<file path="src/gahc_consts.svh">
// Constants for the global adapter control block
`ifndef GAHC_CONSTS_SVH
`define GAHC_CONSTS_SVH

// ==========================================
// Register offsets (byte addresses)
`define GAHC_OFS_CTRL        8'h04
`define GAHC_OFS_IRQ_STAT    8'h20
`define GAHC_OFS_IRQ_EN      8'h24
`define GAHC_OFS_IRQ_CLR     8'h28
`define GAHC_OFS_MSG_CFG     8'h2C

// ==========================================
// Control register field positions
`define GAHC_BIT_NIE         31
`define GAHC_BIT_SVF         2
`define GAHC_BIT_GIE         1
`define GAHC_BIT_ARST        0

// ==========================================
// Message configuration field positions
`define GAHC_BIT_MSIE        0
`define GAHC_LSB_MMC         4
`define GAHC_LSB_MME         8

// ==========================================
// Event status bit positions
`define GAHC_EV_RST_DONE     0
`define GAHC_EV_SVF_SET      1
`define GAHC_EV_SVF_CLR      2
`define GAHC_EV_WIDTH        3

// ==========================================
// Reset values and timing
`define GAHC_RST_ZERO        32'h0000_0000
`define GAHC_RST_EV          3'h0
`define GAHC_RST_MSG         3'h0
`define GAHC_RST_TIME_NS     64
`define GAHC_RST_CYCLES      ((`GAHC_RST_TIME_NS + 7) / 8)
`define GAHC_CNT_W           4

`endif

</file>
<file path="src/gahc_pkg.sv">
// Types shared by the global adapter control block
package gahc_pkg;

	// ==========================================
	// Adapter reset sequencer states
	typedef enum logic [1:0] {
		GAHC_IDLE,
		GAHC_RESETTING,
		GAHC_DONE
	} gahc_rst_e;

	// ==========================================
	// Sequencer state
	typedef struct packed {
		gahc_rst_e       state;
		logic [3:0]      cnt;
		logic            busy;
		logic            done;
	} gahc_seq_s;

endpackage

</file>
<file path="src/gahc_rst_seq.sv">
// Adapter reset sequencer: holds the internal reset for a fixed time, and the link reset too when staggered spin-up is off
`timescale 1ns/100ps
`include "gahc_consts.svh"

module gahc_rst_seq (
	// Clock and reset
	input  wire logic ref_clk,
	input  wire logic rst_n,
	// Control
	input  wire logic start,
	output logic      busy,
	output logic      done
);

	gahc_pkg::gahc_seq_s seq_ff;
	gahc_pkg::gahc_seq_s nxt_seq;

	// ==========================================
	// Next state
	always_comb begin
		nxt_seq = seq_ff;
		nxt_seq.done = 1'b0;
		unique case (seq_ff.state)
			gahc_pkg::GAHC_IDLE: begin
				if (start) begin
					nxt_seq.state = gahc_pkg::GAHC_RESETTING;
					nxt_seq.cnt   = 4'(`GAHC_RST_CYCLES - 1);
					nxt_seq.busy  = 1'b1;
				end
			end
			gahc_pkg::GAHC_RESETTING: begin
				// Fixed length keeps every port reset long enough to be seen
				if (seq_ff.cnt == 4'h0) begin
					nxt_seq.state = gahc_pkg::GAHC_DONE;
				end else begin
					nxt_seq.cnt = seq_ff.cnt - 4'h1;
				end
			end
			gahc_pkg::GAHC_DONE: begin
				nxt_seq.state = gahc_pkg::GAHC_IDLE;
				nxt_seq.busy  = 1'b0;
				nxt_seq.done  = 1'b1;
			end
		endcase
	end

	// ==========================================
	// State register
	always_ff @(posedge ref_clk or negedge rst_n) begin
		if (!rst_n) begin
			seq_ff <= '{gahc_pkg::GAHC_IDLE, 4'h0, 1'b0, 1'b0};
		end else begin
			seq_ff <= nxt_seq;
		end
	end

	assign busy = seq_ff.busy;
	assign done = seq_ff.done;

endmodule

</file>
<file path="src/gahc_top.sv">
// Global adapter control register bank with interrupt gating and adapter reset
`timescale 1ns/100ps
`include "gahc_consts.svh"

module gahc_top (
	// Clock and reset
	input  wire logic        ref_clk,
	input  wire logic        rst_n,
	// Register port
	input  wire logic [7:0]  reg_addr,
	input  wire logic [31:0] reg_wdata,
	input  wire logic        reg_wr,
	input  wire logic        reg_rd,
	output logic [31:0]      reg_rdata,
	// Configuration straps and per-port inputs
	input  wire logic        native_only_capability,
	input  wire logic        staggered_spinup,
	input  wire logic [31:0] global_interrupt_status,
	// Adapter controls toward the rest of the chip
	output logic             native_interface_enable,
	output logic             fis_post_allow,
	output logic             cmd_issue_allow,
	output logic             port_irq_allow,
	output logic             msg_single_vector,
	output logic             msg_vector_any,
	output logic             adapter_reset_active,
	output logic             port_comreset,
	output logic             legacy_present,
	output logic             irq
);

	// ==========================================
	// State record
	typedef struct packed {
		logic [1:0]  nos_sync;
		logic        nos;
		logic [1:0]  stg_sync;
		logic        nie;
		logic        gie;
		logic        arst;
		logic        svf;
		logic        msie;
		logic [2:0]  mmc;
		logic [2:0]  mme;
		logic [2:0]  ev_stat;
		logic [2:0]  ev_en;
		logic [1:0]  isr_sync;
		logic        isr_any;
		logic [31:0] rdata;
		logic        fis_ok;
		logic        cmd_ok;
		logic        irq_ok;
		logic        single;
		logic        vec_any;
		logic        rst_act;
		logic        comreset;
		logic        legacy;
		logic        irq;
	} gahc_state_s;

	gahc_state_s st_ff;
	gahc_state_s nxt_st;

	logic        seq_start;
	logic        seq_busy;
	logic        seq_done;
	logic        svf_cond;
	logic        ctrl_wr;
	logic [31:0] ctrl_rd;
	logic [2:0]  ev_set;

	// ==========================================
	// Adapter reset sequencer
	gahc_rst_seq gahc_rst_seq_inst (
		.ref_clk (ref_clk),
		.rst_n   (rst_n),
		.start   (seq_start),
		.busy    (seq_busy),
		.done    (seq_done)
	);

	// Request an adapter reset only on a one written to the reset bit
	assign ctrl_wr   = reg_wr && (reg_addr == `GAHC_OFS_CTRL);
	assign seq_start = ctrl_wr && reg_wdata[`GAHC_BIT_ARST] && !st_ff.arst;

	// Fallback conditions: enabled, several asked, several granted, granted differs
	assign svf_cond = st_ff.msie && (st_ff.mmc != 3'h0) && (st_ff.mme != 3'h0)
		&& (st_ff.mme != st_ff.mmc);

	// Control register readback, reserved bits forced to zero
	always_comb begin
		ctrl_rd = `GAHC_RST_ZERO;
		ctrl_rd[`GAHC_BIT_NIE]  = st_ff.nie;
		ctrl_rd[`GAHC_BIT_SVF]  = st_ff.svf;
		ctrl_rd[`GAHC_BIT_GIE]  = st_ff.gie;
		ctrl_rd[`GAHC_BIT_ARST] = st_ff.arst;
	end

	// Event sources feeding the sticky status bits
	always_comb begin
		ev_set = `GAHC_RST_EV;
		ev_set[`GAHC_EV_RST_DONE] = seq_done;
		ev_set[`GAHC_EV_SVF_SET]  = svf_cond && !st_ff.svf;
		ev_set[`GAHC_EV_SVF_CLR]  = !svf_cond && st_ff.svf;
	end

	// ==========================================
	// Next state
	always_comb begin
		nxt_st = st_ff;

		// Strap passes two flops, then is held as the capability
		nxt_st.nos_sync = {st_ff.nos_sync[0], native_only_capability};
		nxt_st.nos      = st_ff.nos_sync[1];
		nxt_st.legacy   = !st_ff.nos_sync[1];
		// Spin-up strap is a pin as well, so it gets its own two flops
		nxt_st.stg_sync = {st_ff.stg_sync[0], staggered_spinup};
		nxt_st.isr_sync = {st_ff.isr_sync[0], |global_interrupt_status};
		nxt_st.isr_any  = st_ff.isr_sync[1];

		// Control register writes; reserved bits are simply not stored
		if (ctrl_wr) begin
			nxt_st.gie = reg_wdata[`GAHC_BIT_GIE];
			if (!st_ff.nos) begin
				nxt_st.nie = reg_wdata[`GAHC_BIT_NIE];
			end
			if (reg_wdata[`GAHC_BIT_ARST]) begin
				nxt_st.arst = 1'b1;
			end
		end
		// Native-only parts hold the enable at one
		if (st_ff.nos) begin
			nxt_st.nie = 1'b1;
		end

		// Self-clear after the sequencer finishes; a later write of one restarts it
		if (seq_done && !seq_start) begin
			nxt_st.arst = 1'b0;
		end
		// The internal reset returns interrupt enable to its idle value
		if (seq_busy) begin
			nxt_st.gie = 1'b0;
		end

		// Message configuration, normally mirrored from the capability block
		if (reg_wr && (reg_addr == `GAHC_OFS_MSG_CFG)) begin
			nxt_st.msie = reg_wdata[`GAHC_BIT_MSIE];
			nxt_st.mmc  = reg_wdata[`GAHC_LSB_MMC +: 3];
			nxt_st.mme  = reg_wdata[`GAHC_LSB_MME +: 3];
		end

		// Fallback flag follows its conditions; zero granted forces it clear
		nxt_st.svf = svf_cond;
		if (st_ff.msie && (st_ff.mme == 3'h0)) begin
			nxt_st.svf = 1'b0;
		end

		// Sticky events: a set in the same cycle as a clear wins
		if (reg_wr && (reg_addr == `GAHC_OFS_IRQ_CLR)) begin
			nxt_st.ev_stat = st_ff.ev_stat & ~reg_wdata[`GAHC_EV_WIDTH-1:0];
		end
		nxt_st.ev_stat = nxt_st.ev_stat | ev_set;
		if (reg_wr && (reg_addr == `GAHC_OFS_IRQ_EN)) begin
			nxt_st.ev_en = reg_wdata[`GAHC_EV_WIDTH-1:0];
		end

		// Read data for the cycle after the strobe; unmapped reads return zero
		nxt_st.rdata = `GAHC_RST_ZERO;
		if (reg_rd) begin
			unique case (reg_addr)
				`GAHC_OFS_CTRL:     nxt_st.rdata = ctrl_rd;
				`GAHC_OFS_IRQ_STAT: nxt_st.rdata = {29'h0, st_ff.ev_stat};
				`GAHC_OFS_IRQ_EN:   nxt_st.rdata = {29'h0, st_ff.ev_en};
				`GAHC_OFS_MSG_CFG:  nxt_st.rdata = {20'h0, 1'b0, st_ff.mme, 1'b0,
					st_ff.mmc, 3'h0, st_ff.msie};
				default:            nxt_st.rdata = `GAHC_RST_ZERO;
			endcase
		end

		// Native paths are blocked while disabled or while the adapter resets
		nxt_st.fis_ok  = nxt_st.nie && !seq_busy && !seq_start;
		nxt_st.cmd_ok  = nxt_st.nie && !seq_busy && !seq_start;
		nxt_st.irq_ok  = nxt_st.gie;
		// All messages fold onto vector zero in fallback mode
		nxt_st.single  = nxt_st.svf;
		nxt_st.vec_any = nxt_st.gie && st_ff.isr_any;
		nxt_st.rst_act = seq_busy || seq_start;
		nxt_st.comreset = (seq_busy || seq_start) && !st_ff.stg_sync[1];
		nxt_st.irq     = |(nxt_st.ev_stat & nxt_st.ev_en);
	end

	// ==========================================
	// State register
	always_ff @(posedge ref_clk or negedge rst_n) begin
		if (!rst_n) begin
			st_ff <= '{legacy: 1'b1, default: '0};
		end else begin
			st_ff <= nxt_st;
		end
	end

	// Outputs straight from flops
	assign reg_rdata               = st_ff.rdata;
	assign native_interface_enable = st_ff.nie;
	assign fis_post_allow          = st_ff.fis_ok;
	assign cmd_issue_allow         = st_ff.cmd_ok;
	assign port_irq_allow          = st_ff.irq_ok;
	assign msg_single_vector       = st_ff.single;
	assign msg_vector_any          = st_ff.vec_any;
	assign adapter_reset_active    = st_ff.rst_act;
	assign port_comreset           = st_ff.comreset;
	assign legacy_present          = st_ff.legacy;
	assign irq                     = st_ff.irq;

endmodule

</file>
<file path="config.mk">
export PLATFORM = sky130hd
export DESIGN_NAME = gahc_top
export DESIGN_NICKNAME = d
export VERILOG_FILES = /design/src/gahc_pkg.sv /design/src/gahc_rst_seq.sv /design/src/gahc_top.sv
export VERILOG_INCLUDE_DIRS = /design/src
export SDC_FILE = /design/constraint.sdc
export NUM_CORES = 1
export LEC_CHECK = 0
export BUFFER_PORTS_ARGS = -buffer_cell sky130_fd_sc_hd__buf_4
export CELL_PAD_IN_SITES_DETAIL_PLACEMENT = 0
export CELL_PAD_IN_SITES_GLOBAL_PLACEMENT = 1
export CORE_ASPECT_RATIO = 1.25
export CORE_MARGIN = 4
export CORE_UTILIZATION = 34
export CTS_CLUSTER_DIAMETER = 200
export DETAILED_ROUTE_END_ITERATION = 8
export HOLD_SLACK_MARGIN = 0.12
export PLACE_DENSITY = 0.83
export SYNTH_ARGS = -nofsm -noshare
export SYNTH_HDL_FRONTEND = slang
export SYNTH_SLANG_ARGS = --single-unit
</file>
<file path="constraint.sdc">
create_clock -name ref_clk -period 1.9 [get_ports ref_clk]
set_input_delay 0.095 -clock ref_clk [delete_from_list [all_inputs] [get_ports ref_clk]]
set_output_delay 0.095 -clock ref_clk [all_outputs]
set_load 0.01 [all_outputs]
</file>
# --- Word-level counts from Yosys, hierarchy flattened ---
# Cells that the tools add are included.
op_classes:
  eq_ne: 11
  n_reduce_logical: 40
  add_sub_neg: 1
  muxes: 18
  bitwise: 4
ops:
  columns: ["operator", "count"]
  rows:
  - ["case mux 32 bit (4 select lines)", 1]
  - ["equality test 8 x 6 -> 1 bit, second input constant", 4]
  - ["2-to-1 mux 32 bit", 1]
  - ["OR reduction 32 bit", 1]
  - ["logical AND 1 bit", 17]
  - ["2-to-1 mux 3 bit", 3]
  - ["equality test 8 x 3 -> 1 bit, second input constant", 1]
  - ["case mux 4 bit (2 select lines)", 1]
  - ["nonzero test 2 bit", 4]
  - ["zero test 1 bit", 7]
  - ["2-to-1 mux 1 bit", 7]
  - ["2-to-1 mux 7 bit", 1]
  - ["AND 3 bit", 2]
  - ["case mux 2 bit (3 select lines)", 1]
  - ["AND reduction 2 bit", 3]
  - ["nonzero test 3 bit", 2]
  - ["zero test 4 bit", 1]
  - ["2-to-1 mux 4 bit", 1]
  - ["inequality test 2 bit, second input constant", 2]
  - ["subtractor 4 x 1 -> 4 bit, second input constant", 1]
  - ["zero test 3 bit", 1]
  - ["inequality test 3 bit", 1]
  - ["NOT 3 bit", 1]
  - ["bitwise OR 3 bit", 1]
  - ["9 further kinds", 9]
totals:
  output_inout_bits: 42
  wordCells: 99
  in_bits: 78
  reg_bits: 71

# --- Depth between registers and ports, before layout ---
# Gate-level depths: netlist of the first run.
logic_depth:
  word_depth: 9
  depth_mapped: 8
  ltp_nobuf: 8

# --- Hierarchy ---
# A second synthesis of the first run with hierarchy kept.
unflattened:
  cells_unflattened: 216
  hier_area_um2: 2433.6
modules_own_cells:
  columns: ["module", "cells_per_inst", "area_per_inst_um2", "seq_area_each_um2", "instances"]
  rows:
  - ["gahc_top", 173, 1979.4, 1027.2, 1]
  - ["gahc_rst_seq", 43, 454.2, 200.2, 1]

# --- Worst setup path after synthesis of the first run ---
# No wires, ideal clock.
synth_path:
  kind: "flip-flop to flip-flop"
  from: "reg st_ff[51] in the netlist's numbering"
  to: "reg st_ff, in the netlist irq"
  arrival_time_ns: 1.594
  setup_time_ns: 0.126
  required_ns: 1.774
  synth_period_minus_slack_ns: 1.720
  path_stages_with_launch: 7
  setup_slack_ns: 0.180
  cell_sequence: "dfrtp_1 or3b_1 a211oi_1 a31oi_1 o2111ai_1 o21ai_0 a221o_1"
synth_lines:
  columns: ["element", "line", "rtl"]
  rows:
  - ["from (decl)", "gahc_top.sv:61", "gahc_state_s st_ff;"]
  - ["from (signal assigned)", "gahc_top.sv:198", "st_ff <= nxt_st;"]

==> out/metrics.yaml, run 1 <==
hpwl_um: 3813
yosysUniqueCellTypes: 45
synth.top_cells.by_area: "dfrtp_1 50%, buf_4 10%, mux2_2 5.1%"
syn_inst: 225
ys_warn_count: 0
drt_pass1_iterations: 4
start_util_pct: 34.93
drtIter0Drc: 36
relSlewSlack_pct: 59.87
design_power_total_mw: 1.906
final_layout_size_suffix_gt1_share_pct: 35.17
cp_top_family: "buffers and inverters"
worst-setup-path-type: "in2reg"
min_path_type: "in2reg"
power_density_nw_per_um2: 574.5
place_inst: 387
die-area_um2: 8547
rsz0062_at_grt: "false"
place.gp.congestion: 0.7604
max_freq_mhz: 564.0
crit_buf_inv: 3
area_delta_synth_final_pct: 36.93
grt_pass1_vias: 1968
core_area_um2: 6934
status: "completed"
postCtsSetupRepairBufs: 0
drt-wirelength-per-cell_um: 11.97
cts_buffers: 5
clock_latency_ns: 0.30
fin_area_um2: 3317
die_h_um: 102.4
clk_pin_slew_worst_paths_ns: 0.09
synth_ff_type: "dfrtp_1"
grtUsageTotal_pct: 12.07
cpMostUsedCell: "dlygate4sd3_1"
syn-cell-area_um2: 2422
setup_tns_ns: 0
cts_num_sinks: 49
grt_pass1_wl_um: 8411
synth_top_area_share_pct: 49.59
maxCapViolCount: 0
cp.required_ns: 2.08
worstPathCellList: "dlygate4sd3_1 > buf_4 > nor4_1 > dlygate4sd3_1 > nand4_1 > or2_2"
cts_max_level: 2
syn_avg_cell_area_um2: 10.77
arrival_ns: 1.96
cp-start-kind: "primary input"
antenna_found_initial: 0
synth_edf_count: 0
antennaDiodeCount: 0
leakagePower_nw: 1.619
drc: 0
instances_no_fill: 417
fin_crit_ns: 1.773
slew_violations: 0
critPathSlowestCell: "dlygate4sd3_1"
synth_commonest_cells: "48 x dfrtp_1, 33 x buf_4, 12 x nand2_1, 12 x nor2_1, 11 x mux2_2"
synth_seq_cells: 49
clockRootBuffer: "clkbuf_8"
grt_overflow: 0
cp-end-kind: "register"
async_reset_ff_share_pct: 100.0
clockBufferDepth: 2
cp_max_fo: 1
finalWirelength_um: 4993
fin_crit_sh_pct: 93.32
rows: 34
portBuffers: 75
post_drt_via_cell_ratio: 4.640
dpl_cell_area_um2: 3002
ir_worst_vdd_v: 0.0003181
setup_violations: 0
die_w_um: 83.50
yosysMostFrequentCell: "dfrtp_1"
cts_tree: "yes"
yosysTopAreaCell: "dfrtp_1"
vias: 1935
whs_ns: 0.1261
hold_viol: 0
synth.yosys.seq_area_share_pct: 50.67
max_stage_delay_ns: 0.59
ant_nets: 0
clock_skew_ns: 0.006526
grt_max_degree: 50
worst-slew-pin-transition_ns: 0.6020
nets: 408
ioPinCount: 120
[worst register-to-register path: cells and delay by family (launching register included)]
family	cells	cell delay, ns
AND/OR/NAND/NOR	1	0.36
flip-flops	1	0.38
AO/OA/AOI/OAI	5	0.92
[logic make-up after synthesis]
| family | count (synthesis) | synth area share (%) |
|---|---|---|
| simple gates | 77 | 18.44 |
| flops | 49 | 50.67 |
| buf+inv | 45 | 12.19 |
| compound gates | 33 | 9.143 |
| mux | 15 | 6.973 |
| fa+ha+maj | 4 | 2.066 |
| other cells | 1 | 0.1548 |
| xor+xnor | 1 | 0.3616 |
[sequential cells by signal, summed over array words and instances, names as in the netlist, 5 cells and up]
register / flops
reg_rdata: 10
st_ff: 16
gahc_rst_seq_inst.seq_ff: 6
nxt_st: 5
[timing repair]
action | 4_1_cts | 5_1_grt
hold buffers | 22 | 0
gates resized for setup | 0 | 2
endpoints found under the setup margin | 0 | 2
hold endpoints to repair | 67 | 0
[per-layer routing]
layer,global-route usage [%],vias to the layer above,wire length (um)
li1,-,946,-
met1,12.72,899,1834
met2,22.78,86,2654
met3,3.548,4,430
met4,4.703,0,74
met5,0,-,0
[cell usage in the layout, fill, tap and decap left out, types with 5 or more instances in the layout]
| master | synthesis | layout |
|---|---|---|
| conb_1 | 1 | 22 |
| and2_1 | 8 | 8 |
| buf_4 | 33 | 86 |
| dfrtp_1 | 48 | 48 |
| nor4_1 | 9 | 9 |
| clkbuf_8 | 0 | 5 |
| dlygate4sd3_1 | 0 | 22 |
| nand4_1 | 6 | 6 |
| o21ai_0 | 6 | 5 |
| a21oi_1 | 8 | 8 |
| nor2_1 | 12 | 12 |
| nand2_1 | 12 | 12 |
| inv_1 | 10 | 10 |
| mux2_2 | 11 | 11 |
| nand3_1 | 8 | 8 |
[through the flow]
step | util, % | setup WS [ns]
6_report | 47.83 | 0.1270
2_1_floorplan | - | 0.1797
4_1_cts | 47.76 | 0.09061
3_5_place_dp | 43.29 | 0.08144
3_3_place_gp | 43.29 | 0.08763
5_1_grt | 47.83 | 0.01102
[path summary, 6_finish.rpt]
kind / start / endpoint / slack, ns / cells past startpoint
max reg2reg: st_ff[52] / irq / 0.14 / 6
min reg2reg: nxt_st[41] / st_ff[41] / 0.35 / 0
max in group asynchronous: rst_n / gahc_rst_seq_inst.seq_ff[4] / 1.15 / 2
max: global_interrupt_status[3] / nxt_st[43] / 0.13 / 6
min: global_interrupt_status[22] / nxt_st[43] / 0.13 / 4
min in group asynchronous: rst_n / st_ff[54] / 0.35 / 2
[cell type report]
| class | instances | area (um2) |
|---|---|---|
| tap | 90 | 112.6 |
| timing repair buffer | 108 | 865.8 |
| fill | 651 | 3617 |
| clock buffer | 5 | 68.82 |
| sequential | 49 | 1227 |
| clock inverter | 3 | 21.27 |
| multi-input combinational | 152 | 983.4 |
| inverter | 10 | 37.54 |
[where the power goes]
| group | leakage [nW] | internal, mW | total (mW) | switching [mW] |
|---|---|---|---|---|
| registers | 0.613 | 1.06 | 1.08 | 0.0125 |
| clock network | 0.0445 | 0.261 | 0.597 | 0.336 |
| logic | 0.961 | 0.132 | 0.233 | 0.101 |
No activity file was read; power rests on OpenSTA's default activity.
==> run 2, diff against run 1 <==
--- a/config.mk
+++ b/config.mk
@@ -12,6 +12,7 @@
 export CORE_ASPECT_RATIO = 1.25
 export CORE_MARGIN = 4
 export CORE_UTILIZATION = 34
+export CTS_BUF_LIST = sky130_fd_sc_hd__clkbuf_16
 export CTS_CLUSTER_DIAMETER = 200
 export DETAILED_ROUTE_END_ITERATION = 8
 export HOLD_SLACK_MARGIN = 0.12
==> run 2 against run 1 <==
Sequential power is essentially flat. Critical endpoint is now irq. Total power up 14%. Clock-buffer cell count unchanged. Setup slack better by 0.015 ns. Sequential share of layout area shrank 0.36 points. Highest routed layer unchanged. Sequential cell count is the same.
==> out/metrics.yaml, run 2 (synthesized netlist as in run 1, its figures left out) <==
leakagePower_nw: 1.627  # +0.49%
clock_skew_ns: 0.004962  # -0.001564 ns
grt_pass1_vias: 1955  # -0.66%
rsz0062_at_grt: "false"
vias: 1914  # -1.1%
final_layout_size_suffix_gt1_share_pct: 35.80  # +0.63 points
drt_pass1_iterations: 4  # unchanged
hold_viol: 0  # unchanged
relSlewSlack_pct: 60.14  # +0.27 points
grt_overflow: 0  # unchanged
max_freq_mhz: 568.8  # +0.84%
r2r_setup_slack_ns: 0.14  # about the same
die_w_um: 83.50  # unchanged
dpl_cell_area_um2: 3002  # unchanged
setup_tns_ns: 0  # unchanged
drtIter0Drc: 45  # +25%
cp-start-kind: "register"
rows: 34  # unchanged
portBuffers: 75  # unchanged
place.gp.congestion: 0.7604  # unchanged
min_path_type: "in2reg"
die_h_um: 102.4  # unchanged
min_from: "global_interrupt_status[15]"
cts_tree: "yes"
r2r_end: "irq"
start_util_pct: 34.93  # unchanged
power_density_nw_per_um2: 648.3  # +13%
ff2ff_path_depth: 7  # +1
slew_violations: 0  # unchanged
die-area_um2: 8547  # unchanged
cp.required_ns: 2.07  # about the same
clock_latency_ns: 0.29  # about the same
worst-setup-path-type: "reg2reg"
most-common-layout-cells: "86 x buf_4, 48 x dfrtp_1, 22 x conb_1"
final_common_cell: "buf_4"
drc: 0  # unchanged
maxCapViolCount: 0  # unchanged
multi_input_area_um2: 989.7  # +0.64%
core_area_um2: 6934  # unchanged
largest_register_ffs: 16  # unchanged
cts_num_sinks: 49  # unchanged
cp_max_fo: 7  # +6
clockRootBuffer: "clkbuf_16"
whs_path_depth: 4  # unchanged
hold_end: "nxt_st[43]"
cts_buffers: 5  # unchanged
design_power_total_mw: 2.171  # +14%
status: "completed"
cp-end-kind: "register"
nets: 405  # -0.74%
antenna_found_initial: 0  # unchanged
fillerInstances: 644  # -1.1%
postCtsSetupRepairBufs: 0  # unchanged
ir_worst_vdd_v: 0.0003491  # +9.7%
register_area_um2: 1227  # unchanged
fin_crit_ns: 1.758  # -0.01482 ns
clk_pin_slew_worst_paths_ns: 0.06  # -0.03 ns
area_delta_synth_final_pct: 38.27
grt_max_degree: 50  # unchanged
ant_nets: 0  # unchanged
r2r_start: "st_ff[50]"
post_drt_via_cell_ratio: 4.623  # -0.37%
clockBufferDepth: 2  # unchanged
hpwl_um: 3813  # unchanged
fin_crit_sh_pct: 92.54  # -0.78 points
grt_pass1_wl_um: 8445  # +0.40%
grtUsageTotal_pct: 12.24  # +0.17 points
largest-register: "st_ff"
cts_max_level: 2  # unchanged
drt-wirelength-per-cell_um: 12.14  # +1.4%
fin_area_um2: 3349  # +0.98%
worst-slew-pin-transition_ns: 0.5979  # -0.004115 ns
setup_violations: 0  # unchanged
ioPinCount: 120  # unchanged
antennaDiodeCount: 0  # unchanged
arrival_ns: 1.93  # -0.03 ns
finalWirelength_um: 5025  # +0.64%
run 2: cell types whose count changed in the layout (fill, tap and decap cells not counted), sizes merged:
cell | previous run | this run
dlygate4sd3 | 22 | 19
run 2: per-layer routing:
layer  part of all wire, %  routed length, um  vias up  GRT usage [%]
met5                     0                  0        -              0
met4                   2.1                104        0          5.446
met3                   8.9                445        9          4.032
met2                    51               2586       84          22.47
met1                    38               1889      884          12.86
li1                      -                  -      937              -
run 2: worst max-delay path, cell delays in order, from the launching register on:
cell       delay (ns)
dfrtp_1          0.37
buf_4            0.16
nand3_1          0.07
o21ai_0          0.08
a31oi_1          0.21
o2111ai_2        0.18
a22o_1           0.28
a221o_1          0.30
run 2: per-stage QoR:
step / hold slack [ns] / setup WS, ns / instances / utilization (%)
after floorplan: -0.2006 / 0.1797 / 246 / -
final: 0.1302 / 0.1418 / 414 / 48.30
after CTS: 0.1292 / 0.09094 / 414 / 48.14
after global placement: 0.1471 / 0.08763 / 387 / 43.29
after global routing: 0.1339 / 0.01330 / 414 / 48.30
after detailed placement: 0.1523 / 0.08144 / 387 / 43.29
run 2: repair_timing:
action                                 4_1_cts  5_1_grt
hold buffers                                19        0
endpoints found under the hold margin       64        0
setup endpoints to repair                    0        2
gates resized for setup                      0        3
run 2: worst max path at each step:
stage,start,to,slack [ns],cells past startpoint
floorplan,st_ff[51],irq,0.18,6
global placement,reg_addr[1],irq,0.09,7
detailed placement,reg_addr[1],gahc_rst_seq_inst.seq_ff[5],0.08,8
CTS,st_ff[52],irq,0.09,6
global route,st_ff[50],irq,0.01,7
finish,st_ff[50],irq,0.14,7
run 2: power by group:
| part | internal (mW) | total (mW) | leakage (nW) | switching, mW |
|---|---|---|---|---|
| registers | 1.06 | 1.08 | 0.613 | 0.0128 |
| clock network | 0.489 | 0.863 | 0.0702 | 0.373 |
| logic | 0.131 | 0.232 | 0.943 | 0.101 |
| total | 1.68 | 2.17 | 1.63 | 0.487 |
run 2: final cells by class:
class,instances,share of cell area [%]
flip-flops and latches,49,36.65
repair buffers,105,24.95
inverters,10,1.121
clock inverters,3,0.6350
well taps,90,3.362
clock buffers,5,3.736
multi-input cells,152,29.55
==> run 3, diff against run 2 <==
==> constraint.sdc (replaced) <==
create_clock -name ref_clk -period 1.7 [get_ports ref_clk]
set_input_delay 0.17 -clock ref_clk [delete_from_list [all_inputs] [get_ports ref_clk]]
set_output_delay 0.17 -clock ref_clk [all_outputs]
set_load 0.01 [all_outputs]
==> run 3 against run 2 <==
The flow now finishes with violations (setup timing). Non-clock buffer count decreased by 4. First-iteration DRC count is 100% higher. Critical path depth decreased by 1.
==> out/metrics.yaml, run 3 (synthesized netlist as in run 1, its figures left out) <==
place.gp.congestion: 0.7873  # +3.5%
most-common-layout-cells: "91 x buf_4, 46 x dfrtp_1, 22 x conb_1"
power_density_nw_per_um2: 758.8  # +17%
pwr-share-seq_pct: 47.1  # -2.5 points
drc: 0  # unchanged
cts_num_sinks: 49  # unchanged
leakagePower_nw: 1.604  # -1.4%
largest_register_ffs: 16  # unchanged
grtUsageTotal_pct: 11.94  # -0.30 points
status: "complete, but fails checks"
ioPinCount: 120  # unchanged
cts_buffers: 5  # unchanged
endpoint: "irq"
max_freq_mhz: 584.5  # +2.8%
largest-register: "st_ff"
vias: 1929  # +0.78%
nets: 401  # -0.99%
worst-slew-pin-transition_ns: 0.6021  # +0.004259 ns
p_int_mw: 2.018  # +20%
r2r_start: "st_ff[50]"
rsz0062_at_grt: "true"
slew_violations: 0  # unchanged
grt_pass1_wl_um: 8086  # -4.3%
clock_latency_ns: 0.28  # about the same
area_delta_synth_final_pct: 39.10
place_ws_ns: -0.1795  # -0.2609 ns
crit_start: "st_ff[50]"
pwr-share-comb_pct: 9.9  # -0.8 points
final_layout_size_suffix_gt1_share_pct: 41.25  # +5.4 points
hpwl_um: 3892  # +2.1%
cp.required_ns: 1.87  # -0.20 ns
worst-setup-path-type: "reg2reg"
cp_max_fo: 5  # -2
die-area_um2: 8547  # unchanged
fin_crit_sh_pct: 100.6  # +8.1 points
setup_violations: 1  # +1
grt_pass1_vias: 1814  # -7.2%
ant_nets: 0  # unchanged
hold_viol: 0  # unchanged
cp-start-kind: "register"
r2r_setup_slack_ns: -0.01  # -0.15 ns
min_path_type: "in2reg"
antenna_found_initial: 0  # unchanged
final_common_cell: "buf_4"
post_drt_via_cell_ratio: 4.705  # +1.8%
maxCapViolCount: 0  # unchanged
clockBufferDepth: 2  # unchanged
cp-end-kind: "register"
drtIter0Drc: 90  # +100%
start_util_pct: 34.93  # unchanged
cts_max_level: 2  # unchanged
layout_setup_ws_ns: -0.01074  # -0.1525 ns
violations: "setup timing"
r2r_end: "irq"
clockRootBuffer: "clkbuf_16"
clock_skew_ns: 0.005001  # +0.00003925 ns
drt-wirelength-per-cell_um: 12.30  # +1.3%
die_w_um: 83.50  # unchanged
antennaDiodeCount: 0  # unchanged
finalWirelength_um: 5043  # +0.36%
clk_pin_slew_worst_paths_ns: 0.06  # about the same
swShare_pct: 21.06  # -1.4 points
drt_pass1_iterations: 4  # unchanged
relSlewSlack_pct: 59.86  # -0.28 points
ir_worst_vdd_v: 0.0003924  # +12%
ff2ff_path_depth: 6  # -1
p_sw_mw: 0.5384  # +11%
setup_tns_ns: -0.01074  # -0.01074 ns
die_h_um: 102.4  # unchanged
grt_overflow: 0  # unchanged
fin_crit_ns: 1.711  # -0.04747 ns
portBuffers: 75  # unchanged
rows: 34  # unchanged
cts_tree: "yes"
pwr-share-clk_pct: 43.0  # +3.3 points
core_area_um2: 6934  # unchanged
arrival_ns: 1.88  # -0.05 ns
grt_max_degree: 50  # unchanged
run 3: per-layer routing:
layer  vias up  track usage [%]  wire (um)
li1        936                -          -
met1       906            12.65       1940
met2        80            21.73       2566
met3         7            4.113        445
met4         0            5.198         90
met5         -                0          0
run 3: power groups by stage:
stage          Sequential, mW  Combinational [mW]  Clock [mW]
2_1_floorplan            1.23               0.114           0
3_3_place_gp             1.22               0.226           0
3_5_place_dp             1.22               0.229           0
4_1_cts                  1.20               0.248        1.12
5_1_grt                  1.21               0.280        1.17
6_report                 1.21               0.253        1.10
run 3: final cells by class:
type	count	area, um2
Sequential cell	49	1230
Multi-Input combinational cell	152	1037
Tap cell	90	112.6
Fill cell	666	3565
Inverter	10	37.54
Clock buffer	5	125.1
Timing Repair Buffer	101	785.8
Clock inverter	3	41.29
run 3: critical path: stages, from the launching register on:
cell and delay [ns]:
dfrtp_1 0.38, buf_6 0.13, buf_4 0.13, a31oi_2 0.20, o2111ai_2 0.18, a22o_1 0.26
a221o_1 0.32
run 3: metrics by stage:
step                instances  utilization [%]  instance area, um2  power [mW]  hold slack, ns
floorplan                 246                -                2506       1.340         -0.1256
global placement          389            43.58                3022       1.450          0.2203
detailed placement        389            43.58                3022       1.454          0.2275
CTS                       407            47.51                3294       2.570          0.1344
global route              410            48.59                3369       2.661          0.1369
finish                    410            48.59                3369       2.557          0.1330
run 3: worst min-delay path by stage:
| stage | end | cells after the start | start |
|---|---|---|---|
| global route | st_ff[52] | 2 | reg_wdata[10] |
| CTS | st_ff[52] | 2 | reg_wdata[10] |
| detailed placement | st_ff[50] | 1 | rst_n |
| finish | st_ff[52] | 2 | reg_wdata[10] |
| global placement | st_ff[53] | 1 | rst_n |
| floorplan | adapter_reset_active | 0 | rst_n |
run 3: what timing repair did:
| action | 4_1_cts | 5_1_grt |
|---|---|---|
| hold buffers | 8 | 0 |
| pin swaps | 5 | 6 |
| setup endpoints to repair | 1 | 3 |
| buffers inserted | 2 | 3 |
| hold endpoints to repair | 55 | 0 |
| resized for setup | 3 | 14 |
